===== config.mk =====
export PLATFORM = sky130hd
export DESIGN_NAME = acp_adc_ctrl
export DESIGN_NICKNAME = d
export VERILOG_FILES = /design/src/rtl/acp_pkg.sv /design/src/rtl/acp_clk_tick.sv /design/src/rtl/acp_adc_ctrl.sv
export SDC_FILE = /design/constraint.sdc
export NUM_CORES = 1
export LEC_CHECK = 0
export BUFFER_PORTS_ARGS = -buffer_cell sky130_fd_sc_hd__clkbuf_2
export CORE_ASPECT_RATIO = 0.5
export CORE_UTILIZATION = 62
export CTS_BUF_LIST = sky130_fd_sc_hd__clkbuf_4
export DETAILED_ROUTE_END_ITERATION = 10
export PLACE_DENSITY = 0.9
export RECOVER_POWER = 100
export REMOVE_ABC_BUFFERS = 1
export SLEW_MARGIN = 20
export SYNTH_ARGS = -nofsm -noshare
export SYNTH_HDL_FRONTEND = slang
export SYNTH_SLANG_ARGS = --single-unit
export TNS_END_PERCENT = 5

===== constraint.sdc =====
create_clock -name aclk -period 4.7 [get_ports aclk]
set_clock_uncertainty 0.05 [all_clocks]
set_input_delay 0.705 -clock aclk [delete_from_list [all_inputs] [get_ports aclk]]
set_output_delay 0.705 -clock aclk [all_outputs]
set_load 0.05 [all_outputs]

===== src/rtl/acp_pkg.sv =====
// shared constants and carrier types of the converter control block
package acp_pkg;

  // ----------------------------------------------------------------
  // timing
  // ----------------------------------------------------------------
  localparam int unsigned CLK_PERIOD_NS = 8;
  localparam int unsigned STARTUP_TIME_NS = 5000;
  localparam int unsigned STARTUP_CYCLES = (STARTUP_TIME_NS + CLK_PERIOD_NS - 1) / CLK_PERIOD_NS;
  localparam logic [9:0] STARTUP_COUNT = 10'(STARTUP_CYCLES);
  localparam logic [2:0] TAIL_BUS_CYCLES = 3'h5;
  localparam logic [2:0] TAIL_NEXT_CYCLES = 3'h1;

  // conversion-clock cycle budgets
  localparam logic [5:0] FIRST_SHORT_8 = 6'h14;
  localparam logic [5:0] FIRST_SHORT_10 = 6'h17;
  localparam logic [5:0] FIRST_LONG_8 = 6'h28;
  localparam logic [5:0] FIRST_LONG_10 = 6'h2b;
  localparam logic [5:0] NEXT_SHORT_8 = 6'h11;
  localparam logic [5:0] NEXT_SHORT_10 = 6'h14;
  localparam logic [5:0] NEXT_LONG_8 = 6'h25;
  localparam logic [5:0] NEXT_LONG_10 = 6'h28;
  localparam logic [3:0] BITS_8 = 4'h8;
  localparam logic [3:0] BITS_10 = 4'ha;

  // ----------------------------------------------------------------
  // register map
  // ----------------------------------------------------------------
  localparam logic [7:0] OFS_CONFIG = 8'h00;
  localparam logic [7:0] OFS_CONTROL = 8'h04;
  localparam logic [7:0] OFS_STATUS = 8'h08;
  localparam logic [7:0] OFS_PIN_DISABLE = 8'h0c;
  localparam logic [7:0] OFS_RESULT_HIGH = 8'h10;
  localparam logic [7:0] OFS_RESULT_LOW = 8'h14;

  localparam int unsigned CFG_CLKSEL_LSB = 0;
  localparam int unsigned CFG_DIV_LSB = 2;
  localparam int unsigned CFG_LONG_BIT = 4;
  localparam int unsigned CFG_MODE10_BIT = 5;
  localparam int unsigned CFG_CONT_BIT = 6;
  localparam logic [7:0] CFG_WRITE_MASK = 8'h7f;
  localparam int unsigned CTRL_START_BIT = 0;
  localparam int unsigned CTRL_STOP_BIT = 1;
  localparam int unsigned STAT_BUSY_BIT = 0;
  localparam int unsigned STAT_DONE_BIT = 1;

  localparam logic [7:0] CONFIG_RESET = 8'h00;
  localparam logic [7:0] PIN_DISABLE_RESET = 8'h00;

  localparam logic [1:0] CLKSEL_BUS = 2'h0;
  localparam logic [1:0] CLKSEL_BUS_HALF = 2'h1;
  localparam logic [1:0] CLKSEL_ALT = 2'h2;
  localparam logic [1:0] CLKSEL_ASYNC = 2'h3;

  localparam logic [1:0] RESP_OKAY = 2'h0;
  localparam logic [1:0] RESP_SLVERR = 2'h2;

  // ----------------------------------------------------------------
  // types
  // ----------------------------------------------------------------
  typedef struct packed {
    logic awvalid;
    logic [7:0] awaddr;
    logic wvalid;
    logic [31:0] wdata;
    logic [3:0] wstrb;
    logic bready;
    logic arvalid;
    logic [7:0] araddr;
    logic rready;
  } acp_axi_req_type;

  typedef struct packed {
    logic awready;
    logic wready;
    logic bvalid;
    logic [1:0] bresp;
    logic arready;
    logic rvalid;
    logic [31:0] rdata;
    logic [1:0] rresp;
  } acp_axi_rsp_type;

  typedef enum logic [1:0] {CONV_IDLE, CONV_STARTUP, CONV_RUN, CONV_TAIL} acp_conv_state_type;

endpackage : acp_pkg


===== src/rtl/acp_clk_tick.sv =====
// conversion clock source selection and divider
`timescale 1ns/1ps
module acp_clk_tick (
  input wire logic aclk, // bus clock
  input wire logic aresetn, // synchronous reset, low active
  input wire logic ce, // clock enable
  input wire logic [1:0] input_clock_select, // source select
  input wire logic [1:0] clock_divide_select, // divide by 1,2,4,8
  input wire logic alternate_clock, // alternate clock pin
  input wire logic async_conversion_clock, // internal async clock
  output logic tick // one conversion clock cycle
);
  import acp_pkg::*;

  typedef struct packed {
    logic [2:0] alt_sync;
    logic [2:0] ack_sync;
    logic alt_lvl;
    logic ack_lvl;
    logic half;
    logic [2:0] div_cnt;
    logic tick;
  } acp_tick_state_type;

  acp_tick_state_type s_q;
  acp_tick_state_type s_d;
  logic src_pulse;
  logic [2:0] div_limit;

  always_comb begin
    s_d = s_q;
    src_pulse = 1'b0;
    div_limit = 3'((4'h1 << clock_divide_select) - 4'h1);
    s_d.alt_sync = {s_q.alt_sync[1:0], alternate_clock};
    s_d.ack_sync = {s_q.ack_sync[1:0], async_conversion_clock};
    // level accepted only once second and third stage agree
    if (s_q.alt_sync[1] == s_q.alt_sync[2]) begin
      s_d.alt_lvl = s_q.alt_sync[2];
    end
    if (s_q.ack_sync[1] == s_q.ack_sync[2]) begin
      s_d.ack_lvl = s_q.ack_sync[2];
    end
    s_d.half = ~s_q.half;
    case (input_clock_select)
      CLKSEL_BUS: src_pulse = 1'b1;
      CLKSEL_BUS_HALF: src_pulse = s_q.half;
      CLKSEL_ALT: src_pulse = s_d.alt_lvl & ~s_q.alt_lvl;
      CLKSEL_ASYNC: src_pulse = s_d.ack_lvl & ~s_q.ack_lvl;
      default: src_pulse = 1'b0;
    endcase
    s_d.tick = 1'b0;
    if (src_pulse) begin
      if (s_q.div_cnt >= div_limit) begin
        s_d.div_cnt = 3'h0;
        s_d.tick = 1'b1;
      end else begin
        s_d.div_cnt = s_q.div_cnt + 3'h1;
      end
    end
  end

  always_ff @(posedge aclk) begin
    if (!aresetn) begin
      s_q <= '0;
    end else if (ce) begin
      s_q <= s_d;
    end
  end

  assign tick = s_q.tick & ce;

endmodule : acp_clk_tick


===== src/rtl/acp_adc_ctrl.sv =====
// converter control: clocking, pin control, conversion timing, results
// Notes on behaviour
// - two-bit select picks conversion clock source
// - pin register holds one bit per channel
// - bit high takes pin from port control
// - results written only after algorithm completes
// - short sample first: 20/23 plus 5 bus
// - long sample first: 40/43 plus 5 bus
// - async clock adds 5 us startup first
// - next short conversions take 17/20 cycles; the code takes 17/20 plus 1 bus
// - next long conversions take 37/40 cycles; the code takes 37/40 plus 1 bus
// - conversion clock is source over divider
//
// Our own choices: the placing of the registers and the AXI4-Lite slave port.
`timescale 1ns/1ps
module acp_adc_ctrl (
  input wire logic aclk, // bus clock
  input wire logic aresetn, // synchronous reset, low active
  input wire logic ce, // clock enable, freezes state
  input wire acp_pkg::acp_axi_req_type axi_req, // axi4-lite master side
  output acp_pkg::acp_axi_rsp_type axi_rsp, // axi4-lite slave side
  input wire logic alternate_clock, // alternate clock pin
  input wire logic async_conversion_clock, // internal async clock
  input wire logic compare_in, // comparator, high when input at or above trial
  output logic sample_hold, // sampling switch closed
  output logic [9:0] dac_code, // trial code to the analog array
  output logic convert_10bit, // resolution to the analog array
  output logic conv_busy, // conversion under way
  output logic [7:0] pin_disable // per channel port control off
);
  import acp_pkg::*;

  // ----------------------------------------------------------------
  // state
  // ----------------------------------------------------------------
  typedef struct packed {
    logic aw_held;
    logic [7:0] awaddr;
    logic w_held;
    logic [7:0] wdata;
    logic wstrb0;
    logic bvalid;
    logic [1:0] bresp;
    logic rvalid;
    logic [7:0] rdata;
    logic [1:0] rresp;
    logic [7:0] cfg;
    logic [7:0] pin_dis;
    logic [1:0] res_high;
    logic [7:0] res_low;
    logic done;
    acp_conv_state_type conv;
    logic first;
    logic [9:0] startup_cnt;
    logic [5:0] rem;
    logic [2:0] tail;
    logic [9:0] code;
    logic sample;
    logic [2:0] cmp_sync;
    logic cmp_lvl;
  } acp_state_type;

  acp_state_type s_q;
  acp_state_type s_d;
  logic conversion_clock_tick;
  logic [3:0] nbits;
  logic [3:0] idx;
  logic aw_take;
  logic w_take;
  logic ar_take;

  // ----------------------------------------------------------------
  // helpers
  // ----------------------------------------------------------------
  function automatic logic addr_mapped(input logic [7:0] addr);
    addr_mapped = (addr == OFS_CONFIG) || (addr == OFS_CONTROL) || (addr == OFS_STATUS) ||
                  (addr == OFS_PIN_DISABLE) || (addr == OFS_RESULT_HIGH) || (addr == OFS_RESULT_LOW);
  endfunction : addr_mapped

  function automatic logic [5:0] conv_count(input logic first, input logic long_smp, input logic mode10);
    if (first) begin
      if (long_smp) begin
        conv_count = mode10 ? FIRST_LONG_10 : FIRST_LONG_8;
      end else begin
        conv_count = mode10 ? FIRST_SHORT_10 : FIRST_SHORT_8;
      end
    end else begin
      if (long_smp) begin
        conv_count = mode10 ? NEXT_LONG_10 : NEXT_LONG_8;
      end else begin
        conv_count = mode10 ? NEXT_SHORT_10 : NEXT_SHORT_8;
      end
    end
  endfunction : conv_count

  function automatic logic [7:0] read_reg(input logic [7:0] addr, input acp_state_type st);
    read_reg = 8'h00;
    case (addr)
      OFS_CONFIG: read_reg = st.cfg;
      OFS_STATUS: begin
        read_reg[STAT_BUSY_BIT] = (st.conv != CONV_IDLE);
        read_reg[STAT_DONE_BIT] = st.done;
      end
      OFS_PIN_DISABLE: read_reg = st.pin_dis;
      OFS_RESULT_HIGH: read_reg = {6'h00, st.res_high};
      OFS_RESULT_LOW: read_reg = st.res_low;
      default: read_reg = 8'h00;
    endcase
  endfunction : read_reg

  // ----------------------------------------------------------------
  // conversion clock
  // ----------------------------------------------------------------
  acp_clk_tick u_tick (
    .aclk(aclk),
    .aresetn(aresetn),
    .ce(ce),
    .input_clock_select(s_q.cfg[CFG_CLKSEL_LSB +: 2]),
    .clock_divide_select(s_q.cfg[CFG_DIV_LSB +: 2]),
    .alternate_clock(alternate_clock),
    .async_conversion_clock(async_conversion_clock),
    .tick(conversion_clock_tick)
  );

  // ----------------------------------------------------------------
  // next state
  // ----------------------------------------------------------------
  always_comb begin
    s_d = s_q;
    nbits = s_q.cfg[CFG_MODE10_BIT] ? BITS_10 : BITS_8;
    idx = 4'(s_q.rem - 6'h1);
    aw_take = axi_req.awvalid & ~s_q.aw_held & ~s_q.bvalid;
    w_take = axi_req.wvalid & ~s_q.w_held & ~s_q.bvalid;
    ar_take = axi_req.arvalid & ~s_q.rvalid;

    // comparator synchroniser, level accepted when stages two and three agree
    s_d.cmp_sync = {s_q.cmp_sync[1:0], compare_in};
    if (s_q.cmp_sync[1] == s_q.cmp_sync[2]) begin
      s_d.cmp_lvl = s_q.cmp_sync[2];
    end

    // conversion sequencer
    case (s_q.conv)
      CONV_IDLE: begin
        s_d.sample = 1'b0;
      end
      CONV_STARTUP: begin
        if (s_q.startup_cnt <= 10'h001) begin
          s_d.conv = CONV_RUN;
          s_d.rem = conv_count(1'b1, s_q.cfg[CFG_LONG_BIT], s_q.cfg[CFG_MODE10_BIT]);
          s_d.sample = 1'b1;
        end else begin
          s_d.startup_cnt = s_q.startup_cnt - 10'h001;
        end
      end
      CONV_RUN: begin
        if (conversion_clock_tick) begin
          if (s_q.rem == {2'h0, nbits} + 6'h01) begin
            s_d.sample = 1'b0;
            s_d.code[4'(nbits - 4'h1)] = 1'b1;
          end else if (s_q.rem <= {2'h0, nbits}) begin
            if (!s_q.cmp_lvl) begin
              s_d.code[idx] = 1'b0;
            end
            if (s_q.rem > 6'h01) begin
              s_d.code[4'(idx - 4'h1)] = 1'b1;
            end
          end
          s_d.rem = s_q.rem - 6'h01;
          if (s_q.rem <= 6'h01) begin
            if (s_q.first) begin
              s_d.conv = CONV_TAIL;
              s_d.tail = TAIL_BUS_CYCLES;
            end else begin
              // back to back conversions only need one cycle
              // to hand the result over before sampling again
              s_d.conv = CONV_TAIL;
              s_d.tail = TAIL_NEXT_CYCLES;
            end
          end
        end
      end
      CONV_TAIL: begin
        s_d.tail = s_q.tail - 3'h1;
        if (s_q.tail <= 3'h1) begin
          // algorithm complete, deliver result
          s_d.res_high = s_q.cfg[CFG_MODE10_BIT] ? s_q.code[9:8] : 2'h0;
          s_d.res_low = s_q.code[7:0];
          s_d.done = 1'b1;
          s_d.code = 10'h000;
          if (s_q.cfg[CFG_CONT_BIT]) begin
            s_d.conv = CONV_RUN;
            s_d.first = 1'b0;
            s_d.rem = conv_count(1'b0, s_q.cfg[CFG_LONG_BIT], s_q.cfg[CFG_MODE10_BIT]);
            s_d.sample = 1'b1;
          end else begin
            s_d.conv = CONV_IDLE;
            s_d.sample = 1'b0;
          end
        end
      end
      default: begin
        s_d.conv = CONV_IDLE;
      end
    endcase

    // read channel; reading the low result clears done
    if (s_q.rvalid && axi_req.rready) begin
      s_d.rvalid = 1'b0;
    end
    if (ar_take) begin
      s_d.rvalid = 1'b1;
      s_d.rdata = read_reg(axi_req.araddr, s_q);
      s_d.rresp = addr_mapped(axi_req.araddr) ? RESP_OKAY : RESP_SLVERR;
      if (axi_req.araddr == OFS_RESULT_LOW) begin
        // a completion in the same cycle wins over the clear
        s_d.done = (s_q.conv == CONV_TAIL && s_q.tail <= 3'h1);
      end
    end

    // write channels, address and data in either order
    if (s_q.bvalid && axi_req.bready) begin
      s_d.bvalid = 1'b0;
    end
    if (aw_take) begin
      s_d.aw_held = 1'b1;
      s_d.awaddr = axi_req.awaddr;
    end
    if (w_take) begin
      s_d.w_held = 1'b1;
      s_d.wdata = axi_req.wdata[7:0];
      s_d.wstrb0 = axi_req.wstrb[0];
    end
    if (s_q.aw_held && s_q.w_held) begin
      s_d.aw_held = 1'b0;
      s_d.w_held = 1'b0;
      s_d.bvalid = 1'b1;
      s_d.bresp = addr_mapped(s_q.awaddr) ? RESP_OKAY : RESP_SLVERR;
      if (s_q.wstrb0) begin
        case (s_q.awaddr)
          OFS_CONFIG: s_d.cfg = s_q.wdata & CFG_WRITE_MASK;
          OFS_PIN_DISABLE: s_d.pin_dis = s_q.wdata;
          OFS_CONTROL: begin
            if (s_q.wdata[CTRL_STOP_BIT]) begin
              s_d.conv = CONV_IDLE;
              s_d.sample = 1'b0;
              s_d.code = 10'h000;
            end else if (s_q.wdata[CTRL_START_BIT]) begin
              s_d.first = 1'b1;
              s_d.code = 10'h000;
              if (s_q.cfg[CFG_CLKSEL_LSB +: 2] == CLKSEL_ASYNC) begin
                s_d.conv = CONV_STARTUP;
                s_d.startup_cnt = STARTUP_COUNT;
                s_d.sample = 1'b0;
              end else begin
                s_d.conv = CONV_RUN;
                s_d.rem = conv_count(1'b1, s_q.cfg[CFG_LONG_BIT], s_q.cfg[CFG_MODE10_BIT]);
                s_d.sample = 1'b1;
              end
            end
          end
          default: begin
          end
        endcase
      end
    end
  end

  // ----------------------------------------------------------------
  // registers
  // ----------------------------------------------------------------
  always_ff @(posedge aclk) begin
    if (!aresetn) begin
      s_q <= '0;
      s_q.cfg <= CONFIG_RESET;
      s_q.pin_dis <= PIN_DISABLE_RESET;
    end else if (ce) begin
      s_q <= s_d;
    end
  end

  // ----------------------------------------------------------------
  // outputs
  // ----------------------------------------------------------------
  always_comb begin
    axi_rsp.awready = ce & ~s_q.aw_held & ~s_q.bvalid;
    axi_rsp.wready = ce & ~s_q.w_held & ~s_q.bvalid;
    axi_rsp.bvalid = s_q.bvalid;
    axi_rsp.bresp = s_q.bresp;
    axi_rsp.arready = ce & ~s_q.rvalid;
    axi_rsp.rvalid = s_q.rvalid;
    axi_rsp.rdata = {24'h000000, s_q.rdata};
    axi_rsp.rresp = s_q.rresp;
  end

  assign sample_hold = s_q.sample;
  assign dac_code = s_q.code;
  assign convert_10bit = s_q.cfg[CFG_MODE10_BIT];
  assign conv_busy = (s_q.conv != CONV_IDLE);
  assign pin_disable = s_q.pin_dis;

endmodule : acp_adc_ctrl


# After elaboration in Yosys (flattened, before gate mapping)
# Index checks and enable logic that the tools add are counted.
classes:
  addsub: 8
  order_cmp: 12
  eq_ne: 22
  shift: 1
  muxes: 81
  bitwise_logic: 24
  reduce_logical: 41
op_table:
  columns: ["op", "count"]
  rows:
  - ["10-bit 2-to-1 mux", 12]
  - ["11-bit 2-to-1 mux", 7]
  - ["19-bit 2-to-1 mux", 4]
  - ["6-bit 2-to-1 mux", 6]
  - ["6-bit one-hot mux with 3 select lines", 2]
  - ["8-bit by 4-bit == test with 1-bit output (second input constant)", 4]
  - ["8-bit by 5-bit == test with 1-bit output (second input constant)", 4]
  - ["13-bit one-hot mux with 2 select lines", 1]
  - ["2-bit 2-to-1 mux", 12]
  - ["1-bit 2-to-1 mux", 20]
  - ["20-bit 2-to-1 mux", 1]
  - ["10-bit bitwise OR", 2]
  - ["2-bit AND reduction", 10]
  - ["17-bit 2-to-1 mux", 1]
  - ["8-bit by 3-bit == test with 1-bit output (second input constant)", 2]
  - ["8-bit zero test", 2]
  - ["4-bit by 5-bit less-than comparator with 1-bit output (second input constant)", 3]
  - ["3-bit 2-to-1 mux", 5]
  - ["1-bit AND", 13]
  - ["1-bit demux with 4-bit select", 3]
  - ["4-bit by 1-bit greater-or-equal comparator with 1-bit output (second input constant)", 3]
  - ["4-bit AND reduction", 3]
  - ["2-bit nonzero test", 6]
  - ["10-bit AND", 1]
  - ["other kinds (29)", 62]
totals:
  regBits: 109
  in_bits: 63
  out_inout_bits: 62
  word_cells: 220

# Depth between registers and ports, before layout
# Gate-level depths: netlist of the first run.
depth:
  word_depth: 24
  mapped_depth: 9
  mapped_depth_nobuf: 8

# Hierarchy
# A second synthesis of the first run with hierarchy kept.
unflattened:
  hier_cells: 736
  hier_area_um2: 6080.8
by_module_without_submodules:
  columns: ["module", "instances", "cells_each", "area_each_um2", "seq_area_each_um2"]
  rows:
  - ["acp_adc_ctrl", 1, 665, 5401.4, 1881.8]
  - ["acp_clk_tick", 1, 71, 679.4, 260.2]

# Worst setup path before layout of the first run
# No wires, ideal clock.
synth_timing:
  path_type: "register to register"
  start: "register s_q[18] in the netlist's numbering"
  end: "register s_q (netlist bit dac_code[6])"
  setup_time_ns: 0.070
  arrival_time_ns: 2.370
  t_required_ns: 4.580
  setup_slack_ns: 2.210
  path_stages_with_launch: 10
  n_path_buf: 2
  period_less_slack_ns: 2.490
  path_cell_list: "dfxtp_1 buf_2 inv_1 ha_1 buf_4 xnor2_2 mux2i_1 o311ai_2 or4_4 o2bb2ai_1"
synth_between:
  elab_chain_len: 23
  elab_cells_between_ends: 33
  cone_classes: "2 x add/sub; 6 x order compare; 1 x eq/ne; 19 x mux; 3 x bitwise; 2 x reduce/logical"
synth_lines:
  columns: ["element", "line_no", "text"]
  rows:
  - ["start: declaration", "acp_adc_ctrl.sv:63", "acp_state_type s_q;"]
  - ["6-bit by 1-bit subtractor with 6-bit output", null, null]
  - ["4-bit by 5-bit less-than comparator with 1-bit output (implied by the code) / 4-bit by 1-bit greater-or-equal comparator with 1-bit output (equally long branches)", "acp_adc_ctrl.sv:163", "s_d.code[idx] = 1'b0;"]
  - ["1-bit logical AND (implied by the code)", "acp_adc_ctrl.sv:163", null]
  - ["1-bit 2-to-1 mux (implied by the code)", "acp_adc_ctrl.sv:163", null]
  - ["1-bit demux with 4-bit select", "acp_adc_ctrl.sv:163", null]
  - ["10-bit NOT (no source line)", null, null]
  - ["10-bit AND (no source line)", null, null]
  - ["10-bit 2-to-1 mux", "acp_adc_ctrl.sv:162", "if (!s_q.cmp_lvl) begin"]
  - ["[... 7 more ...]", null, null]
  - ["10-bit 2-to-1 mux (*)", "acp_adc_ctrl.sv:158", "if (s_q.rem == {2'h0, nbits} + 6'h01) begin"]
  - ["20-bit 2-to-1 mux (*)", "acp_adc_ctrl.sv:157", "if (conversion_clock_tick) begin"]
  - ["13-bit one-hot mux with 2 select lines (*)", "acp_adc_ctrl.sv:143", "case (s_q.conv)"]
  - ["11-bit 2-to-1 mux", "acp_adc_ctrl.sv:248", "end else if (s_q.wdata[CTRL_START_BIT]) begin"]
  - ["11-bit 2-to-1 mux", "acp_adc_ctrl.sv:244", "if (s_q.wdata[CTRL_STOP_BIT]) begin"]
  - ["11-bit 2-to-1 mux", "acp_adc_ctrl.sv:240", "case (s_q.awaddr)"]
  - ["11-bit 2-to-1 mux", "acp_adc_ctrl.sv:239", "if (s_q.wstrb0) begin"]
  - ["11-bit 2-to-1 mux (*)", "acp_adc_ctrl.sv:234", "if (s_q.aw_held && s_q.w_held) begin"]
# Mark *: on every way between the ends. The rest lies on a longest branch, timed or not. The select of a mux whose other input is x is not followed.
# A chain may end at the register's enable or synchronous reset.

# Worst setup path in the final report of the first run
layout_timing:
  start: "register s_q[18] in the netlist's numbering"
  end: "register s_q (netlist bit dac_code[9])"
# The elaborated chain is that of the path after synthesis.

==> impl_metrics.tcl, run 1 <==
set metrics [dict create \
    cts.htree.levels 3 \
    worst-setup-path-type "reg -> reg" \
    drv_slew 0 \
    ios 125 \
    yosysWarnings 0 \
    grt-ovfl-total 0 \
    nets 843 \
    power_switching_uw 492.6 \
    swShare_pct 31.24 \
    antennaDiodeCount 0 \
    clock_latency_ns 0.49 \
    die-area_mm2 0.01034 \
    wirelength_mm 15.23 \
    final.setup.tns_ns 0 \
    ys_types 81 \
    synth.ff_latch_count 107 \
    postCtsSetupBuffers 0 \
    reg2reg_from "s_q[18]" \
    ff2ff_path_depth 7 \
    cp-start-kind "register" \
    drive_gt1_share_pct 8.453 \
    globalplace.congestion 0.9423 \
    cts_tree "yes" \
    crit_start "s_q[18]" \
    drv_cap 0 \
    pwr-share-seq_pct 59.5 \
    ctsHoldBuffers 0 \
    synthesis.area_mm2 0.006147 \
    p_int_uw 1084 \
    hp-start "axi_req[17]" \
    maxSlewHeadroom_pct 18.68 \
    seqCellArea_mm2 0.002142 \
    ys.flop_type "dfxtp_1" \
    final_cell_mix "dfxtp_1 (107), nand2_1 (90), nor2_1 (78), a21oi_1 (55), clkbuf_1 (39)" \
    fin_crit_sh_pct 75.58 \
    grt_pass1_vias 5066 \
    synthTopCellsByArea "dfxtp_1 (35%), buf_4 (7.1%), mux2i_1 (6.0%)" \
    worstPathMaxFanout 16 \
    numCtsBuffers 9 \
    avgSynthCellArea_um2 8.196 \
    setup_viol 0 \
    synth_top_area_share_pct 34.85 \
    grt_max_degree 86 \
    synth_top_cell_by_area "dfxtp_1" \
    hp-class "in -> reg" \
    via_count 5582 \
    whs_path_depth 3 \
    p_clk_share_pct 29.7 \
    cts_sinks 107 \
    core_mm2 0.009540 \
    r2r_slack_ns 1.15 \
    final_antenna_net_count 0 \
    synth_edf_count 0 \
    post-route-min-period_ns 3.552 \
    syn_inst 750 \
    num-fill-cells 787 \
    clk_pin_slew_ns 0.19 \
    dp_hpwl_mm 10.83 \
    end_kind "register" \
    peakVddDrop_v 0.0001688 \
    multi_input_area_mm2 0.003405 \
    async_reset_ff_share_pct 0 \
    cp.required_ns 5.07 \
    antenna_found_initial 0 \
    grt_use_total_pct 30.51 \
    status "complete, no violations" \
    drc 0 \
    worst-slew-pin-transition_ns 1.205 \
    timing.rr.end "dac_code[9]" \
    grt_pass1_wl_mm 24.59 \
    num_rows 25 \
    io_buffers 71 \
    start_util_pct 64.43 \
    synth.yosys.seq_area_share_pct 34.85 \
    area_growth_pct 1.832 \
    whs_endpoint "s_q[81]" \
    fmax_ghz 0.2815 \
    power_density_mw_per_mm2 251.9 \
    combinationalPowerShare_pct 10.8 \
    drt-vias-per-instance 6.175 \
    dr.pass1.iters 6 \
    routedWlPerCell_um 16.85 \
    rsz0062_at_grt "no" \
    die_h_um 72.41 \
    power_leakage_uw 0.002522 \
    cts_root_buffer "clkbuf_4" \
    cts_resized 0 \
    drt_iter0_drc 617 \
    die_w_um 142.8 \
    clock_path_buffers 2 \
    crit_arrival_ns 3.92 \
    hold_viol 0 \
    hold_ws_ns 0.3528 \
    layout_commonest_cell "dfxtp_1" \
]
## stage by stage
| stage | cell area, um^2 | instances | util, % | setup WS (ns) | power (uW) |
|---|---|---|---|---|---|
| 4_1_cts | 6334 | 904 | 66.39 | 1.678 | 1578 |
| 3_5_place_dp | 6193 | 888 | 64.92 | 1.701 | 1126 |
| 2_1_floorplan | 5654 | 680 | - | 1.640 | 1073 |
| 5_1_grt | 6260 | 904 | 65.61 | 0.8636 | 1636 |
| 6_report | 6260 | 904 | 65.61 | 1.148 | 1577 |
| 3_3_place_gp | 6193 | 888 | 64.92 | 1.836 | 1122 |
## power groups by stage
stage / Combinational, uW / Clock (uW) / Sequential (uW)
floorplan: 112 / 0 / 960
CTS: 170 / 471 / 937
finish: 170 / 468 / 938
detailed placement: 170 / 0 / 956
global route: 185 / 512 / 940
global placement: 167 / 0 / 955
## registers in the layout (all words and copies together) (netlist names)
name	flops
u_tick.s_d	4
convert_10bit	1
sample_hold	1
dac_code	10
axi_rsp	12
s_q	60
s_d	2
pin_disable	8
u_tick.s_q	9
## worst max-delay path, cell delays in order, from the launching register on
cell and delay, ns:
dfxtp_1 0.71, inv_1 0.17, ha_1 0.39, xor2_1 0.42, o2111ai_1 0.20, o311ai_0 1.03, nand4_1 0.20, a221oi_1 0.32
## cells by family (layout without fill, tap and decap cells)
group           Yosys count  in the layout  synth area share, %
xor+xnor                 15             15                2.259
mux                      39             39                6.391
flops                   107            107                34.85
other cells               1             26              0.06100
compound gates          169            169                18.73
fa+ha+maj                16             16                3.257
simple gates            286            286                23.57
buf+inv                 117            111                10.89
## worst max-delay path by stage
stage / slack, ns / to / cells after the start
2_1_floorplan: 1.64 / s_q[21] / 5
3_3_place_gp: 1.84 / dac_code[6] / 7
3_5_place_dp: 1.70 / dac_code[6] / 7
4_1_cts: 1.68 / dac_code[6] / 7
5_1_grt: 0.86 / dac_code[9] / 7
6_report: 1.15 / dac_code[9] / 7
## cells in the mapped netlist (3+ instances only)
cell / number
nand2_1: 90
a21o_1: 7
and2_1: 8
nand3_1: 14
dfxtp_1: 107
inv_1: 22
o31ai_1: 3
buf_4: 58
o2111ai_1: 4
nand4bb_1: 3
nor2_1: 78
clkbuf_1: 29
a31oi_1: 7
a22o_1: 5
xor2_1: 4
a21oi_1: 55
o21ai_0: 29
xnor2_1: 10
nor2b_1: 4
nand3b_1: 4
a211o_1: 3
a22oi_1: 4
nor4_1: 10
or2_2: 3
o311ai_0: 3
nor4b_1: 4
buf_1: 3
a221o_1: 5
buf_2: 4
and3b_1: 4
or4_1: 5
nand4_1: 11
nand4b_1: 5
nand2b_1: 10
and3_1: 5
o211ai_1: 3
mux2i_1: 37
ha_1: 16
nor3b_1: 4
a221oi_1: 4
nor3_1: 12
## final cells by class
type / instances / area share (%)
inverters: 22 / 1.319
multi-input cells: 551 / 54.39
clock inverters: 7 / 1.159
clock buffers: 9 / 1.079
repair buffers: 73 / 5.137
well taps: 135 / 2.698
flip-flops and latches: 107 / 34.22
## layer usage
metal	up-vias	GRT usage, %	share of wire (%)
met5	-	0	0
met4	0	10.63	1.8
met3	40	6.469	9.5
met2	310	50.00	46
met1	2606	40.22	43
li1	2626	-	-
Note: power is estimated with default switching activity, not from simulation.
==> run 2, diff against run 1 <==
--- a/config.mk
+++ b/config.mk
@@ -7,10 +7,10 @@
 export LEC_CHECK = 0
 export BUFFER_PORTS_ARGS = -buffer_cell sky130_fd_sc_hd__clkbuf_2
 export CORE_ASPECT_RATIO = 0.5
-export CORE_UTILIZATION = 62
+export CORE_UTILIZATION = 57
 export CTS_BUF_LIST = sky130_fd_sc_hd__clkbuf_4
 export DETAILED_ROUTE_END_ITERATION = 10
-export PLACE_DENSITY = 0.9
+export PLACE_DENSITY = 0.83
 export RECOVER_POWER = 100
 export REMOVE_ABC_BUFFERS = 1
 export SLEW_MARGIN = 20
==> constraint.sdc (replaced) <==
create_clock -name aclk -period 3.4 [get_ports aclk]
set_clock_uncertainty 0.05 [all_clocks]
set_input_delay 0.51 -clock aclk [delete_from_list [all_inputs] [get_ports aclk]]
set_output_delay 0.51 -clock aclk [all_outputs]
set_load 0.05 [all_outputs]
==> run 2 against run 1 <==
  * Non-clock buffer count grew 7
  * Cell area rose by 1.1%
  * Critical path depth is 3 lower
  * Count of clock-buffer cells in the layout is 1 higher
  * Clock power rose by 48%
  * Flip-flop and latch count did not move
  * First-iteration DRC count down 10%
  * Die area rose by 8.6%
==> impl_metrics.tcl, run 2 (same netlist as run 1, synthesis figures left out) <==
set metrics [dict create \
    largest_register "s_q" \
    critPathSlowestCell "clkbuf_1" \
    grt_pass1_wl_mm 24.29 \
    clock_path_buffers 2 \
    numCtsBuffers 9 \
    drive_gt1_share_pct 9.021 \
    final.setup.tns_ns 0 \
    clk_pin_slew_ns 0.18 \
    fmax_ghz 0.3312 \
    area_growth_pct 2.931 \
    setup_viol 0 \
    grt_use_total_pct 27.63 \
    io_buffers 71 \
    dp.cells 900 \
    num-fill-cells 922 \
    ios 125 \
    routedWlPerCell_um 16.46 \
    peakVddDrop_v 0.0002016 \
    drt_iter0_drc 553 \
    reg2reg_from "s_q[18]" \
    hp-class "in -> reg" \
    layout_commonest_cell "dfxtp_1" \
    rsz0062_at_grt "no" \
    via_count 5541 \
    dpl_cell_area_mm2 0.006252 \
    ff2ff_path_depth 7 \
    nets 850 \
    cp.required_ns 2.84 \
    grt_max_degree 65 \
    crit_start "ce" \
    largest_reg_flops 60 \
    cts_tree "yes" \
    start_util_pct 59.42 \
    cp-start-kind "primary input" \
    drv_cap 0 \
    power_uw 2229 \
    drv_slew 0 \
    cts.htree.levels 3 \
    antenna_found_initial 0 \
    final_antenna_net_count 0 \
    hold_viol 0 \
    status "complete, no violations" \
    globalplace.congestion 0.9792 \
    postCtsSetupBuffers 0 \
    core_mm2 0.01034 \
    clock_latency_ns 0.48 \
    dr.pass1.iters 5 \
    stdcell_area_mm2 0.006327 \
    cpMostUsedCell "clkbuf_1" \
    end_kind "output port" \
    die_w_um 148.9 \
    final_cell_mix "dfxtp_1 (107), nand2_1 (90), nor2_1 (78), a21oi_1 (55), clkbuf_1 (40)" \
    timing.rr.end "dac_code[9]" \
    cp.depth 4 \
    grt_pass1_vias 4894 \
    crit_end "axi_rsp[35]" \
    num_rows 26 \
    post-route-min-period_ns 3.020 \
    fin_cells 917 \
    worst-slew-pin-transition_ns 1.241 \
    cp_top_family "buffers and inverters" \
    worst-setup-path-type "in -> out" \
    fin_util_pct 61.16 \
    ctsHoldBuffers 0 \
    worstPathMaxFanout 25 \
    drc 0 \
    power_density_mw_per_mm2 352.2 \
    cpPeakStageDelay_ns 0.86 \
    maxSlewHeadroom_pct 17.26 \
    r2r_slack_ns 0.40 \
    drt-vias-per-instance 6.043 \
    dp_hpwl_mm 11.13 \
    path_cells "clkbuf_1 -> buf_4 -> nor2b_1 -> clkbuf_1" \
    cts_root_buffer "clkbuf_4" \
    critPathBufInv 3 \
    crit_arrival_ns 2.46 \
    cts_resized 0 \
    power_leakage_uw 0.002568 \
    die_h_um 75.43 \
    fin_crit_sh_pct 88.81 \
    die-area_mm2 0.01123 \
    grt-ovfl-total 0 \
    wirelength_mm 15.10 \
    cts_sinks 107 \
]
[run 2: cell types whose count changed in the layout (fill, tap and decap cells not counted), sizes merged]
cell	delta
buf	+4
clkbuf	+4
inv	+1
bufinv	+1
clkinvlp	+1
clkinv	-4
diode	+1
[run 2: routing by layer]
layer | up-vias | part of all wire (%) | track usage [%]
met2 | 250 | 45 | 45.07
met1 | 2624 | 46 | 37.45
met4 | 0 | 1.2 | 8.277
li1 | 2642 | - | -
met3 | 25 | 8.2 | 5.689
met5 | - | 0 | 0
[run 2: how the worst min path moves through the flow]
stage                            from          to  slack (ns)  depth (start not counted)
after detailed placement   axi_rsp[2]  axi_rsp[2]        0.40                          2
after global routing      axi_req[19]     s_q[83]        0.17                          3
after floorplan                s_q[3]      s_q[0]        0.39                          2
final                     axi_req[17]     s_q[81]        0.17                          3
after CTS                 axi_req[17]     s_q[81]        0.15                          3
after global placement     axi_rsp[2]  axi_rsp[2]        0.39                          2
[run 2: area by class of cell]
cell class	instances	area, um^2	share of cell area, %
Tap cell	140	175.2	2.768
Timing Repair Buffer	80	365.4	5.774
Clock buffer	10	75.07	1.186
Clock inverter	6	72.57	1.147
Inverter	22	82.58	1.305
Sequential cell	107	2142	33.85
Multi-Input combinational cell	551	3412	53.93
Antenna cell	1	2.502	0.03955
[run 2: metrics by stage]
step / hold WS (ns) / worst slack [ns]
after floorplan: 0.3857 / 0.5353
after global placement: 0.3924 / 0.5908
after detailed placement: 0.3963 / 0.4991
after CTS: 0.1542 / 0.4682
after global routing: 0.1660 / 0.2028
final: 0.1708 / 0.3803
[run 2: tightest hold or removal path: cells and delay by family]
kind                   cells  cell delay [ns]
AOI/OAI and AO/OA          1             0.05
buffers and inverters      1             0.08
and+or+nand+nor            1             0.05
[run 2: power by group]
group / switching [uW] / internal, uW / total [uW]
logic: 183 / 54.5 / 238
registers: 20.6 / 1280 / 1300
clock network: 452 / 242 / 694
==> run 3, diff against run 2 <==
--- a/config.mk
+++ b/config.mk
@@ -13,6 +13,7 @@
 export PLACE_DENSITY = 0.83
 export RECOVER_POWER = 100
 export REMOVE_ABC_BUFFERS = 1
+export SETUP_SLACK_MARGIN = 0.4
 export SLEW_MARGIN = 20
 export SYNTH_ARGS = -nofsm -noshare
 export SYNTH_HDL_FRONTEND = slang
==> run 3 against run 2 <==
  * Global-route usage unchanged
  * Setup slack got worse by 0.0063 ns
  * Critical endpoint unchanged
  * Largest power group unchanged
  * Sequential share of layout area increased by 0.067 points
  * Count of clock-buffer cells in the layout unchanged
  * Non-clock buffer count unchanged
  * Worst hold slack improved by 0.0017 ns
  * Critical path depth unchanged
  * Sequential power about the same
  * Cell count decreased by 0.11%
  * Power about the same
==> impl_metrics.tcl, run 3 (same netlist as run 1, synthesis figures left out) <==
set metrics [dict create \
    status "complete, no violations" \
    die-area_mm2 0.01123 \
    dr.pass1.iters 8 \
    start_util_pct 59.42 \
    antenna_found_initial 0 \
    drc 0 \
    dp.cells 900 \
    setup_viol 0 \
    peakVddDrop_v 0.0002024 \
    cp.required_ns 2.84 \
    grt_pass1_wl_mm 24.29 \
    dp_hpwl_mm 11.13 \
    drt_iter0_drc 605 \
    cpMostUsedCell "clkbuf_1" \
    num_rows 26 \
    cts_sinks 107 \
    final_antenna_net_count 0 \
    drv_cap 0 \
    worstPathMaxFanout 25 \
    end_kind "output port" \
    cp-start-kind "primary input" \
    clock_latency_ns 0.48 \
    hold_viol 0 \
    via_count 5548 \
    grt_use_total_pct 27.63 \
    numCtsBuffers 9 \
    crit_start "ce" \
    cts.htree.levels 3 \
    final.setup.tns_ns 0 \
    ios 125 \
    power_leakage_uw 0.002559 \
    power_density_mw_per_mm2 352.7 \
    critPathSlowestCell "clkbuf_1" \
    largest_register "s_q" \
    drv_slew 0 \
    ctsHoldBuffers 0 \
    fin_crit_sh_pct 89.00 \
    grt_pass1_vias 4894 \
    r2r_slack_ns 0.39 \
    path_cells "clkbuf_1 -> buf_4 -> nor2b_1 -> clkbuf_1" \
    rsz0062_at_grt "no" \
    fmax_ghz 0.3305 \
    globalplace.congestion 0.9792 \
    reg2reg_from "s_q[18]" \
    nets 850 \
    largest_reg_flops 60 \
    drive_gt1_share_pct 9.021 \
    post-route-min-period_ns 3.026 \
    maxSlewHeadroom_pct 18.06 \
    die_w_um 148.9 \
    cts_tree "yes" \
    routedWlPerCell_um 16.51 \
    die_h_um 75.43 \
    final_cell_mix "dfxtp_1 (106), nand2_1 (90), nor2_1 (78), a21oi_1 (55), clkbuf_1 (40)" \
    antennaDiodeCount 0 \
    wirelength_mm 15.13 \
    worst-slew-pin-transition_ns 1.229 \
    fin_cells 916 \
    cts_root_buffer "clkbuf_4" \
    layout_commonest_cell "dfxtp_1" \
    hp-class "in -> reg" \
    io_buffers 71 \
    hp-start "axi_req[17]" \
    cpPeakStageDelay_ns 0.87 \
    crit_arrival_ns 2.47 \
    grt_max_degree 65 \
    area_growth_pct 2.789 \
    drt-vias-per-instance 6.057 \
    grt-ovfl-total 0 \
    clock_path_buffers 2 \
    postCtsSetupBuffers 0 \
    core_mm2 0.01034 \
    clk_pin_slew_ns 0.17 \
    worst-setup-path-type "in -> out" \
]
run 3: path summary, 6_finish.rpt:
path / cells past startpoint / endpoint
setup / recovery: 4 / axi_rsp[35]
hold / removal: 3 / s_q[81]
setup reg to reg: 7 / dac_code[1]
hold reg to reg: 2 / axi_rsp[5]
run 3: critical path: cells and delay by family:
family                 cells  cell delay (ns)
buffers and inverters      3             1.73
and+or+nand+nor            1             0.22
run 3: routing by layer:
metal  vias to the layer above  routed length (um)  global-route usage, %
met5                         -                   0                      0
met4                         0                 221                  8.277
met3                        30                1379                  5.689
met2                       255                6765                  45.07
met1                      2620                6761                  37.45
li1                       2643                   -                      -
run 3: final cells by class:
type                    instances  area (um^2)
fillers                       923         4026
multi-input cells             551         3405
flip-flops and latches        107         2143
repair buffers                 80        365.4
well taps                     140        175.2
inverters                      22        82.58
clock buffers                  10        75.07
clock inverters                 6        72.57
run 3: power by group:
| part | internal (uW) | total (uW) | leakage (uW) | switching [uW] |
|---|---|---|---|---|
| registers | 1280 | 1300 | 0.000866 | 20.7 |
| logic | 54.5 | 237 | 0.00161 | 183 |
| clock network | 242 | 695 | 0.0000781 | 452 |
run 3: through the flow:
| step | util, % | power, uW | hold slack (ns) | setup slack [ns] | instance area (um^2) |
|---|---|---|---|---|---|
| floorplan | - | 1483 | 0.3857 | 0.5353 | 5654 |
| global placement | 60.44 | 1555 | 0.3924 | 0.5908 | 6252 |
| detailed placement | 60.44 | 1559 | 0.3963 | 0.4991 | 6252 |
| CTS | 61.87 | 2237 | 0.1542 | 0.4682 | 6400 |
| global route | 61.08 | 2309 | 0.1660 | 0.2272 | 6319 |
| finish | 61.08 | 2229 | 0.1726 | 0.3740 | 6319 |
run 3: timing repair:
item | in CTS | in global routing
resized for setup | 0 | 1
endpoints found under the setup margin | 0 | 9
hold endpoints to repair | 0 | 0
